<file path="src/hw/strap_defines.vh">
// Strap field positions, encodings and pin-mux defaults for the boot strap block
`ifndef STRAP_DEFINES_VH
`define STRAP_DEFINES_VH
`define BOOT_SEL_W 2
`define BOOT_NAND 2'h0
`define BOOT_FLASH 2'h1
`define BOOT_MMCSD 2'h2
`define BOOT_UART 2'h3
`define CFG_W 4
`define CFG_GROUP_SEL_BIT 0
`define CFG_BA0_LO 1
`define CFG_BA0_HI 2
`define CFG_WIDTH_BIT 3
`define BA0_FN_BANK 2'h0
`define BA0_FN_A14 2'h1
`define BA0_FN_GPIO54 2'h2
`define BA0_FN_RSVD 2'h3
`define UPPER_PINS 4
`define REG_ADDR_W 4
`define REG_BOOT 4'h0
`define REG_CFG 4'h1
`define REG_MUX 4'h2
`define REG_W 32
`define MUX_W 4
`define MUX_GROUP_BIT 0
`define MUX_BA0_LO 1
`define MUX_BA0_HI 2
`define MUX_WIDTH_BIT 3
`define MUX_RESET 4'h0
`define RDATA_RESET 32'h0000_0000
`endif

</file>
<file path="src/hw/strap_capture.v">
// One-shot capture of strap levels after reset release
`timescale 1ns/1ns
module strap_capture #(
  parameter W = 4
) (
  input wire clk_i,
  input wire rst_n_i,
  input wire [W-1:0] pins_i,
  output reg [W-1:0] value_o,
  output reg done_o
);
  always @(posedge clk_i or negedge rst_n_i) begin
    if (!rst_n_i) begin
      value_o <= {W{1'b0}};
      done_o <= 1'b0;
    end else if (!done_o) begin
      value_o <= pins_i;
      done_o <= 1'b1;
    end
  end
endmodule // strap_capture

</file>
<file path="src/hw/boot_strap_pin_config.v">
// Boot and async-interface strap capture with pin-function routing
//
// The address-and-strobe port and the register offsets were chosen for this implementation.
`timescale 1ns/1ns
`include "strap_defines.vh"
// What this block does
// [RQ1] Sample two boot select straps at reset; 00 NAND, 01 flash, 10 MMC/SD, 11 UART.
// [RQ2] Sample four async config strap bits at reset to set interface defaults.
// [RQ3] Strap bit 3 sets data width default: 0 is 16-bit, 1 is 8-bit.
// [RQ4] Strap bits 2:1 pick bank-address-0 pin: bank, A14, GPIO 54, reserved.
// [RQ5] Upper address pins 10-13 go to address or GPIO 64-67; bit 0 sets default.
// [RQ6] Straps latch once at reset release and hold until next reset.
module boot_strap_pin_config (
  input wire clk_i,
  input wire rst_n_i,
  input wire [`REG_ADDR_W-1:0] addr_i,
  input wire [`REG_W-1:0] wdata_i,
  input wire wr_i,
  input wire rd_i,
  output reg [`REG_W-1:0] rdata_o,
  input wire [`UPPER_PINS-1:0] upper_pin_i,
  input wire [`UPPER_PINS-1:0] emif_addr_upper_i,
  input wire [`UPPER_PINS-1:0] emif_addr_upper_oe_i,
  input wire [`UPPER_PINS-1:0] gpio_upper_out_i,
  input wire [`UPPER_PINS-1:0] gpio_upper_oe_i,
  output wire [`UPPER_PINS-1:0] upper_pin_o,
  output wire [`UPPER_PINS-1:0] upper_pin_oe_o,
  output wire [`UPPER_PINS-1:0] gpio_upper_in_o,
  input wire emif_ba0_i,
  input wire emif_a14_i,
  input wire gpio54_out_i,
  input wire gpio54_oe_i,
  output reg ba0_pin_o,
  output reg ba0_pin_oe_o,
  output wire gpio54_in_o,
  input wire ba0_pin_i,
  output wire straps_valid_o,
  output wire boot_nand_o,
  output wire boot_flash_o,
  output wire boot_mmcsd_o,
  output wire boot_uart_o,
  output wire [`BOOT_SEL_W-1:0] boot_select_strap_o,
  output wire [`CFG_W-1:0] async_config_strap_o,
  output wire bus_8bit_o,
  output wire [1:0] ba0_function_o,
  output wire upper_group_gpio_o,
  input wire [1:0] cfg_low_strap_i
);
  localparam STRAP_W = `BOOT_SEL_W + `CFG_W;
  localparam MUX_W = `MUX_W;

  wire [STRAP_W-1:0] strap_now;
  wire [STRAP_W-1:0] strap_raw;
  wire strap_done;
  wire [`BOOT_SEL_W-1:0] boot_sel;
  wire [`CFG_W-1:0] cfg;
  wire [`CFG_W-1:0] cfg_now;
  wire [MUX_W-1:0] mux_default;
  wire mux_write;
  wire width8;
  wire [1:0] ba0_fn;
  wire group_gpio;
  reg [MUX_W-1:0] mux_reg;
  reg [MUX_W-1:0] mux_next;
  reg [3:0] boot_onehot;
  reg [`REG_W-1:0] rdata_next;

  // Pins 13:12 carry boot select, 11:10 config 3:2; config 1:0 come from lower pins
  assign strap_now = {upper_pin_i, cfg_low_strap_i};
  assign cfg_now = strap_now[`CFG_W-1:0];

  strap_capture #(
    .W(STRAP_W)
  ) u_cap (
    .clk_i(clk_i),
    .rst_n_i(rst_n_i),
    .pins_i(strap_now),
    .value_o(strap_raw),
    .done_o(strap_done)
  ); // [RQ6]

  assign straps_valid_o = strap_done; // [RQ6]
  assign boot_sel = strap_raw[STRAP_W-1:`CFG_W]; // [RQ1]
  assign cfg = strap_raw[`CFG_W-1:0]; // [RQ2]
  assign boot_select_strap_o = boot_sel; // [RQ1]
  assign async_config_strap_o = cfg; // [RQ2]

  // Boot source decode
  always @* begin
    boot_onehot = 4'h0;
    case (boot_sel)
      `BOOT_NAND: begin
        boot_onehot = 4'h1;
      end
      `BOOT_FLASH: begin
        boot_onehot = 4'h2;
      end
      `BOOT_MMCSD: begin
        boot_onehot = 4'h4;
      end
      `BOOT_UART: begin
        boot_onehot = 4'h8;
      end
      default: begin
        boot_onehot = 4'h0;
      end
    endcase
  end

  // No boot source claimed until the straps are in
  assign boot_nand_o = strap_done & boot_onehot[0]; // [RQ1]
  assign boot_flash_o = strap_done & boot_onehot[1]; // [RQ1]
  assign boot_mmcsd_o = strap_done & boot_onehot[2]; // [RQ1]
  assign boot_uart_o = strap_done & boot_onehot[3]; // [RQ1]

  // Field defaults straight from the pins on the capture edge
  assign mux_default[`MUX_WIDTH_BIT] = cfg_now[`CFG_WIDTH_BIT]; // [RQ3]
  assign mux_default[`MUX_BA0_HI:`MUX_BA0_LO] = cfg_now[`CFG_BA0_HI:`CFG_BA0_LO]; // [RQ4]
  assign mux_default[`MUX_GROUP_BIT] = cfg_now[`CFG_GROUP_SEL_BIT]; // [RQ5]

  assign mux_write = wr_i && (addr_i == `REG_MUX);

  // Strap load wins over a software write in the same cycle
  always @* begin
    mux_next = mux_reg;
    if (!strap_done) begin
      mux_next = mux_default; // [RQ2]
    end else if (mux_write) begin
      mux_next = wdata_i[MUX_W-1:0];
    end
  end

  always @(posedge clk_i or negedge rst_n_i) begin
    if (!rst_n_i) begin
      mux_reg <= `MUX_RESET;
    end else begin
      mux_reg <= mux_next;
    end
  end

  assign width8 = mux_reg[`MUX_WIDTH_BIT]; // [RQ3]
  assign ba0_fn = mux_reg[`MUX_BA0_HI:`MUX_BA0_LO]; // [RQ4]
  assign group_gpio = mux_reg[`MUX_GROUP_BIT]; // [RQ5]
  assign bus_8bit_o = width8; // [RQ3]
  assign ba0_function_o = ba0_fn; // [RQ4]
  assign upper_group_gpio_o = group_gpio; // [RQ5]

  // Upper pins stay released until captured so the straps are readable
  genvar g;
  generate
    for (g = 0; g < `UPPER_PINS; g = g + 1) begin : upper_route
      assign upper_pin_o[g] = group_gpio ? gpio_upper_out_i[g] : emif_addr_upper_i[g]; // [RQ5]
      assign upper_pin_oe_o[g] = strap_done & (group_gpio ? gpio_upper_oe_i[g] : emif_addr_upper_oe_i[g]); // [RQ6]
      assign gpio_upper_in_o[g] = group_gpio & upper_pin_i[g]; // [RQ5]
    end
  endgenerate

  // Bank-address-0 pin function
  always @* begin
    ba0_pin_o = 1'b0;
    ba0_pin_oe_o = 1'b0;
    if (strap_done) begin
      case (ba0_fn)
        `BA0_FN_BANK: begin
          ba0_pin_o = emif_ba0_i; // [RQ4]
          ba0_pin_oe_o = 1'b1;
        end
        `BA0_FN_A14: begin
          ba0_pin_o = emif_a14_i; // [RQ4]
          ba0_pin_oe_o = 1'b1;
        end
        `BA0_FN_GPIO54: begin
          ba0_pin_o = gpio54_out_i; // [RQ4]
          ba0_pin_oe_o = gpio54_oe_i;
        end
        `BA0_FN_RSVD: begin
          ba0_pin_o = 1'b0;
          ba0_pin_oe_o = 1'b0;
        end
        default: begin
          ba0_pin_o = 1'b0;
          ba0_pin_oe_o = 1'b0;
        end
      endcase
    end
  end

  assign gpio54_in_o = (ba0_fn == `BA0_FN_GPIO54) & ba0_pin_i; // [RQ4]

  // Read data stands only in the cycle after the read strobe
  always @* begin
    rdata_next = `RDATA_RESET;
    if (rd_i) begin
      case (addr_i)
        `REG_BOOT: begin
          rdata_next[`BOOT_SEL_W-1:0] = boot_sel;
        end
        `REG_CFG: begin
          rdata_next[`CFG_W-1:0] = cfg;
        end
        `REG_MUX: begin
          rdata_next[MUX_W-1:0] = mux_reg;
        end
        default: begin
          rdata_next = `RDATA_RESET;
        end
      endcase
    end
  end

  always @(posedge clk_i or negedge rst_n_i) begin
    if (!rst_n_i) begin
      rdata_o <= `RDATA_RESET;
    end else begin
      rdata_o <= rdata_next;
    end
  end
endmodule // boot_strap_pin_config

</file>
<file path="config.mk">
export PLATFORM = sky130hd
export DESIGN_NAME = boot_strap_pin_config
export DESIGN_NICKNAME = d
export VERILOG_FILES = /design/src/hw/strap_capture.v /design/src/hw/boot_strap_pin_config.v
export VERILOG_INCLUDE_DIRS = /design/src /design/src/hw
export SDC_FILE = /design/constraint.sdc
export NUM_CORES = 1
export LEC_CHECK = 0
export BUFFER_PORTS_ARGS = -buffer_cell sky130_fd_sc_hd__buf_2
export CAP_MARGIN = 20
export CORE_MARGIN = 2
export CORE_UTILIZATION = 34
export DETAILED_ROUTE_END_ITERATION = 10
export GPL_TIMING_DRIVEN = 0
export PLACE_DENSITY = 0.93
export SYNTH_ARGS = -nofsm -noshare
export SYNTH_HDL_FRONTEND = slang
export SYNTH_HIERARCHICAL = 1
export SYNTH_SLANG_ARGS = --single-unit
export TNS_END_PERCENT = 30
</file>
<file path="constraint.sdc">
create_clock -name clk_i -period 1.29 [get_ports clk_i]
set_input_delay 0.1935 -clock clk_i [delete_from_list [all_inputs] [get_ports clk_i]]
set_output_delay 0.1935 -clock clk_i [all_outputs]
set_load 0.05 [all_outputs]
</file>
## After elaboration in Yosys (flattened, before gate mapping)

Cells that the tools add are included.
Widths: inputs -> output; s select.

- Reductions and logical operators: 5
- Equal/unequal tests: 9
- Multiplexer cells: 18
- Bitwise logic cells: 13

Operators with widths:

| operator | number |
|---|---|
| $pmux 4 s4 | 1 |
| $and 1x1->1 | 13 |
| $mux 4 | 3 |
| $mux 1 | 10 |
| $eq 2x2->1 const B | 4 |
| $pmux 2 s3 | 1 |
| $eq 2x1->1 const B | 2 |
| $eq 4x1->1 const B | 1 |
| $eq 4x2->1 const B | 1 |
| $logic_not 2->1 | 2 |
| $logic_not 4->1 | 1 |
| $pmux 1 s4 | 1 |
| $pmux 2 s2 | 1 |
| $pmux 1 s3 | 1 |
| $ne 2x2->1 const B | 1 |
| $reduce_or 2->1 | 1 |
| $logic_and 1x1->1 | 1 |

- Bits in registers: 43
- Logic and storage cells: 49

## Logic depth before layout (Yosys ltp)

- Word-level depth: 4
- Depth in mapped cells: 4

## By module

The synthesis kept the hierarchy.

By module, submodules not included:

| module | cells an instance | sequential area each (µm²) | instances | area an instance (µm²) |
|---|---|---|---|---|
| boot_strap_pin_config | 104 | 200.2 | 1 | 849.6 |
| strap_capture | 15 | 175.2 | 1 | 280.3 |

## Worst setup path after synthesis

Ideal clock, no wire load.

- Path type: register -> output
- From: register u_cap.done_o
- To: output port boot_nand_o
- Setup slack: -1.001 ns
- Required time: 1.097 ns
- Stages on the path, launching flop included: 3
- Arrival time: 2.098 ns
- Cell sequence: dfrtp_1 > clkbuf_1 > nor3b_1

- Cells in the longest elaborated chain, start to end: 1

RTL lines:

| element | line | RTL |
|---|---|---|
| from (decl) | strap_capture.v:10 | `output reg done_o` |
| from (signal assigned) | strap_capture.v:15 | `done_o <= 1'b0;` |
| from (signal assigned) | strap_capture.v:18 | `done_o <= 1'b1;` |
| $and 1x1->1 | boot_strap_pin_config.v:111 | `assign boot_nand_o = strap_done & boot_onehot[0];` |
| to (decl) | boot_strap_pin_config.v:38 | `output wire boot_nand_o,` |

No other way between the ends.

## Worst setup path in the final report

- From: register mux_reg[0]
- To: output port upper_pin_o[0]

- Cells in the longest elaborated chain, start to end: 1

RTL lines:

| element | line | RTL |
|---|---|---|
| from (decl) | boot_strap_pin_config.v:63 | `reg [MUX_W-1:0] mux_reg;` |
| from (signal assigned) | boot_strap_pin_config.v:135 | `` mux_reg <= `MUX_RESET; `` |
| from (signal assigned) | boot_strap_pin_config.v:137 | `mux_reg <= mux_next;` |
| $mux 1 | boot_strap_pin_config.v:152 | `assign upper_pin_o[g] = group_gpio ? gpio_upper_out_i[g] : emif_addr_upper_i[g];` |
| to (decl) | boot_strap_pin_config.v:26 | `` output wire [`UPPER_PINS-1:0] upper_pin_o, `` |

No other way between the ends.

==> impl_summary.log <==
[metrics] area share of xor/xnor cells in the synthesized design: 0%
[metrics] Sink Count: 15
[metrics] row cnt: 20
[metrics] Power Density: a little over 900 nW/um^2
[metrics] flip-flop count of the largest register after layout: 6
[metrics] H-tree lvl count: 1
[metrics] DRT Wirelength: approximately 3100 um
[metrics] grt total ovfl: 0
[metrics] unrepaired setup endpoints after global routing: true
[metrics] final setup violation count: 19
[metrics] Setup Skew: 0.00851 ns
[metrics] required time of the critical path: ~1.1 ns
[metrics] Avg Cell Area, Syn: 9.49 um^2
[metrics] Compound-Gate Fraction of Synth Area: under 10%
[metrics] boundary pin count: between 100 and 150
[metrics] area of all placed cells without fillers: ~2000 um^2
[metrics] Initial Utilization: 36.4%
[metrics] DR iter-0 viols: 36
[metrics] final estimated routing congestion in global placement: around 0.77
[metrics] post-route total power: around 1.9 mW
[metrics] CTS Root Cell: sky130_fd_sc_hd__clkbuf_4
[metrics] slowest cell delay on critical path: about 0.48 ns
[metrics] maximum number of buffers from clock root to sink: 2
[metrics] reg-to-reg slack, setup: around 0.16 ns
[metrics] area overhead of the layout relative to synthesis: 78.8%
[metrics] reg2reg path depth: 3
[metrics] Synth cell types: 30
[metrics] detailed-route via count: ~1,100
[metrics] cell area after synthesis: ~1100 um^2
[metrics] tightest hold margin: roughly 0.15 ns
[metrics] smallest setup slack after layout: -0.276 ns
[metrics] post-detailed-route wirelength per cell: about 12 um
[metrics] pins over their slew limit: 0
[metrics] final cycle utilization of the critical path: 121%
[metrics] number of antenna violations at the first check in global routing: 0
[metrics] worst-skew pair later-pin latency: between 0.2 and 0.3 ns
[metrics] count of endpoints failing hold in the final timing report: 0
[metrics] Yosys reg bits: 15
[metrics] fin crit period: around 1.6 ns
[metrics] cell seen most often among critical-path stages: sky130_fd_sc_hd__buf_8
[metrics] horizontal die dimension: between 60 and 70 um
[metrics] Total Nets Final: approximately 300
[metrics] routed vias/inst: ~4.2
[metrics] share of layout cells above drive strength 1: approximately two thirds
[metrics] Maximum Capacitance Violations: 0
[metrics] yosys synthesis warning count: 6
[metrics] leakage power: 1.12 nW
[metrics] largest net degree at the start of global routing: 16
[metrics] overall die area: about 3800 um^2
[metrics] cell with the biggest individual delay on the critical path: sky130_fd_sc_hd__dfrtp_2
[metrics] share of the core filled with cells in the final layout: 65.1%
[metrics] type of origin of the critical path: flop
[metrics] number of gates on the worst path with buffers counted: 3
[metrics] main combinational cell family by area after synthesis: buffers and inverters
[metrics] violations in the final reports: setup timing
[metrics] IO Port Bufs: 72
[metrics] Crit. End Element: output pin
[metrics] global-route usage over all layers: 16.2%
[metrics] number of buffers and inverters on the critical path: 2
[metrics] vias in the first global route: a little over 1,000
[metrics] cells traversed along the worst timing path: buf_8, mux2_4, buf_8
[metrics] top fanout value on the critical path: 9
[metrics] first-pass GRT wire length: ~4500 um
[metrics] number of detailed-route iterations in the first pass: 4
[metrics] count of mapped cells out of synthesis: 119
[metrics] clock slew seen by the registers of the worst setup and hold paths: roughly 0.10 ns
[metrics] clock tree from TritonCTS: yes
[metrics] Die Y: around 62 um
[metrics] hold path cells: 2
[metrics] category of the most critical setup path: flop to output pin
[metrics] maximum ir drop on the vdd rail: about 0.00036 V
[metrics] hold crit path type: input pin to flop
[metrics] delay-heaviest family, CP: flip-flops
[metrics] Peak Freq: around 640 MHz
[metrics] adder-cell area share of the yosys netlist: 0%
[metrics] detailed-route DRC error count: 0
[metrics] simple-gate portion of the synthesized area: 18.8%
[metrics] core area: 3100 um^2
[metrics] detailed-placement wirelength estimate: around 2500 um
[metrics] placement-stage cell area: 1770 um^2
[metrics] post-route antenna net violation count: 0
[metrics] data arrival at the endpoint of the critical path: 1.37 ns
[metrics] run status: finished, violations left
[metrics] proportion of synthesized chip area in sequential cells: about a third
[metrics] n_diodes: 0
[metrics] number of buffers added by the clock tree synthesis step: 3
[metrics] mux cell area share after synthesis: a little under a fifth
## Yosys cell counts
library cell / number / area (um^2)
sky130_fd_sc_hd__and3_1: 1 / 6.26
sky130_fd_sc_hd__buf_2: 2 / 10.0
sky130_fd_sc_hd__a22oi_1: 2 / 15.0
sky130_fd_sc_hd__mux2_4: 6 / 90.1
sky130_fd_sc_hd__nor2_1: 10 / 37.5
sky130_fd_sc_hd__mux2_2: 4 / 45.0
sky130_fd_sc_hd__or2_2: 1 / 6.26
sky130_fd_sc_hd__mux2i_1: 7 / 70.1
sky130_fd_sc_hd__dfrtp_1: 15 / 375
sky130_fd_sc_hd__buf_4: 28 / 210
sky130_fd_sc_hd__nor4b_2: 1 / 15.0
sky130_fd_sc_hd__and2_1: 5 / 31.3
sky130_fd_sc_hd__a31oi_1: 4 / 25.0
sky130_fd_sc_hd__nand3_1: 4 / 20.0
sky130_fd_sc_hd__inv_1: 1 / 3.75
sky130_fd_sc_hd__o21ai_1: 4 / 20.0
sky130_fd_sc_hd__buf_6: 1 / 11.3
sky130_fd_sc_hd__nand2b_1: 1 / 6.26
sky130_fd_sc_hd__nor2b_1: 6 / 37.5
sky130_fd_sc_hd__clkbuf_1: 2 / 7.51
sky130_fd_sc_hd__nor3b_1: 1 / 7.51
sky130_fd_sc_hd__or4b_4: 1 / 13.8
sky130_fd_sc_hd__conb_1: 2 / 7.51
sky130_fd_sc_hd__a2bb2oi_1: 1 / 8.76
sky130_fd_sc_hd__nand3b_1: 1 / 7.51
sky130_fd_sc_hd__and3b_1: 1 / 8.76
sky130_fd_sc_hd__o21ai_0: 1 / 5.00
sky130_fd_sc_hd__nand2_1: 4 / 15.0
sky130_fd_sc_hd__a21boi_0: 1 / 7.51
sky130_fd_sc_hd__a21oi_1: 1 / 5.00
## layout by cell type (no fill, tap or decap), drive strengths merged
master | synthesis | routed
mux2i | 7 | 7
and2 | 5 | 5
dlygate4sd3 | 0 | 1
nor2b | 6 | 6
nand3b | 1 | 1
o21ai | 5 | 5
a22oi | 2 | 2
or2 | 1 | 1
a21oi | 1 | 1
conb | 2 | 29
nor3b | 1 | 1
clkinv | 0 | 1
or4b | 1 | 1
nand2b | 1 | 1
clkbuf | 2 | 7
a31oi | 4 | 4
nor2 | 10 | 10
nor4b | 1 | 1
dfrtp | 15 | 15
inv | 1 | 1
a21boi | 1 | 1
buf | 31 | 106
nand2 | 4 | 4
and3 | 1 | 1
and3b | 1 | 1
nand3 | 4 | 4
a2bb2oi | 1 | 1
mux2 | 10 | 10
## logic make-up after synthesis
| group | count (synthesis) |
|---|---|
| other | 2 |
| AO/OA/AOI/OAI | 14 |
| flip-flops | 15 |
| multiplexers | 17 |
| AND/OR/NAND/NOR | 37 |
| buffers and inverters | 34 |
## routing by layer
layer	up-vias	part of all wire [%]	GRT usage (%)
li1	561	-	-
met1	510	37	18.4
met2	58	53	29.9
met3	2	10	4.83
met4	0	0.45	3.04
met5	-	0	0
## power breakdown
part	switching, mW	internal (mW)	leakage (nW)
registers	0.0525	0.509	0.176
logic	0.660	0.393	0.931
clock network	0.152	0.115	0.0177
## cell type report
class                   count  area, um^2
fillers                   284        1080
multi-input cells          97         714
repair buffers             79         561
flip-flops and latches     15         383
plain buffers              32         277
well taps                  44        55.1
clock buffers               3        22.5
clock inverters             1        5.00
inverters                   1        3.75
## final timing paths
| path | start | end |
|---|---|---|
| setup / recovery | mux_reg[0] | upper_pin_o[0] |
| hold reg to reg | u_cap/value_o[1] | u_cap/value_o[1] |
| max in group asynchronous | rst_n_i | mux_reg[0] |
| hold / removal | upper_pin_i[2] | u_cap/value_o[4] |
| min in group asynchronous | rst_n_i | rdata_o[0] |
| setup reg to reg | u_cap/done_o | u_cap/value_o[0] |
## what timing repair did
item	CTS	global route
setup endpoints to repair	20	23
pin swaps	1	0
resized for setup	48	6
hold endpoints to repair	15	0
hold buffers	1	0
setup buffers	5	1
## metrics by stage
stage	TNS (ns)	setup WS, ns	std cells
after detailed placement	-0.735	-0.137	262
after floorplan	-1.95	-0.148	146
after global placement	-0.735	-0.154	262
after global routing	-4.35	-0.337	272
after CTS	-3.57	-0.296	271
final	-3.25	-0.276	272
(Power assumes the default switching activity.)
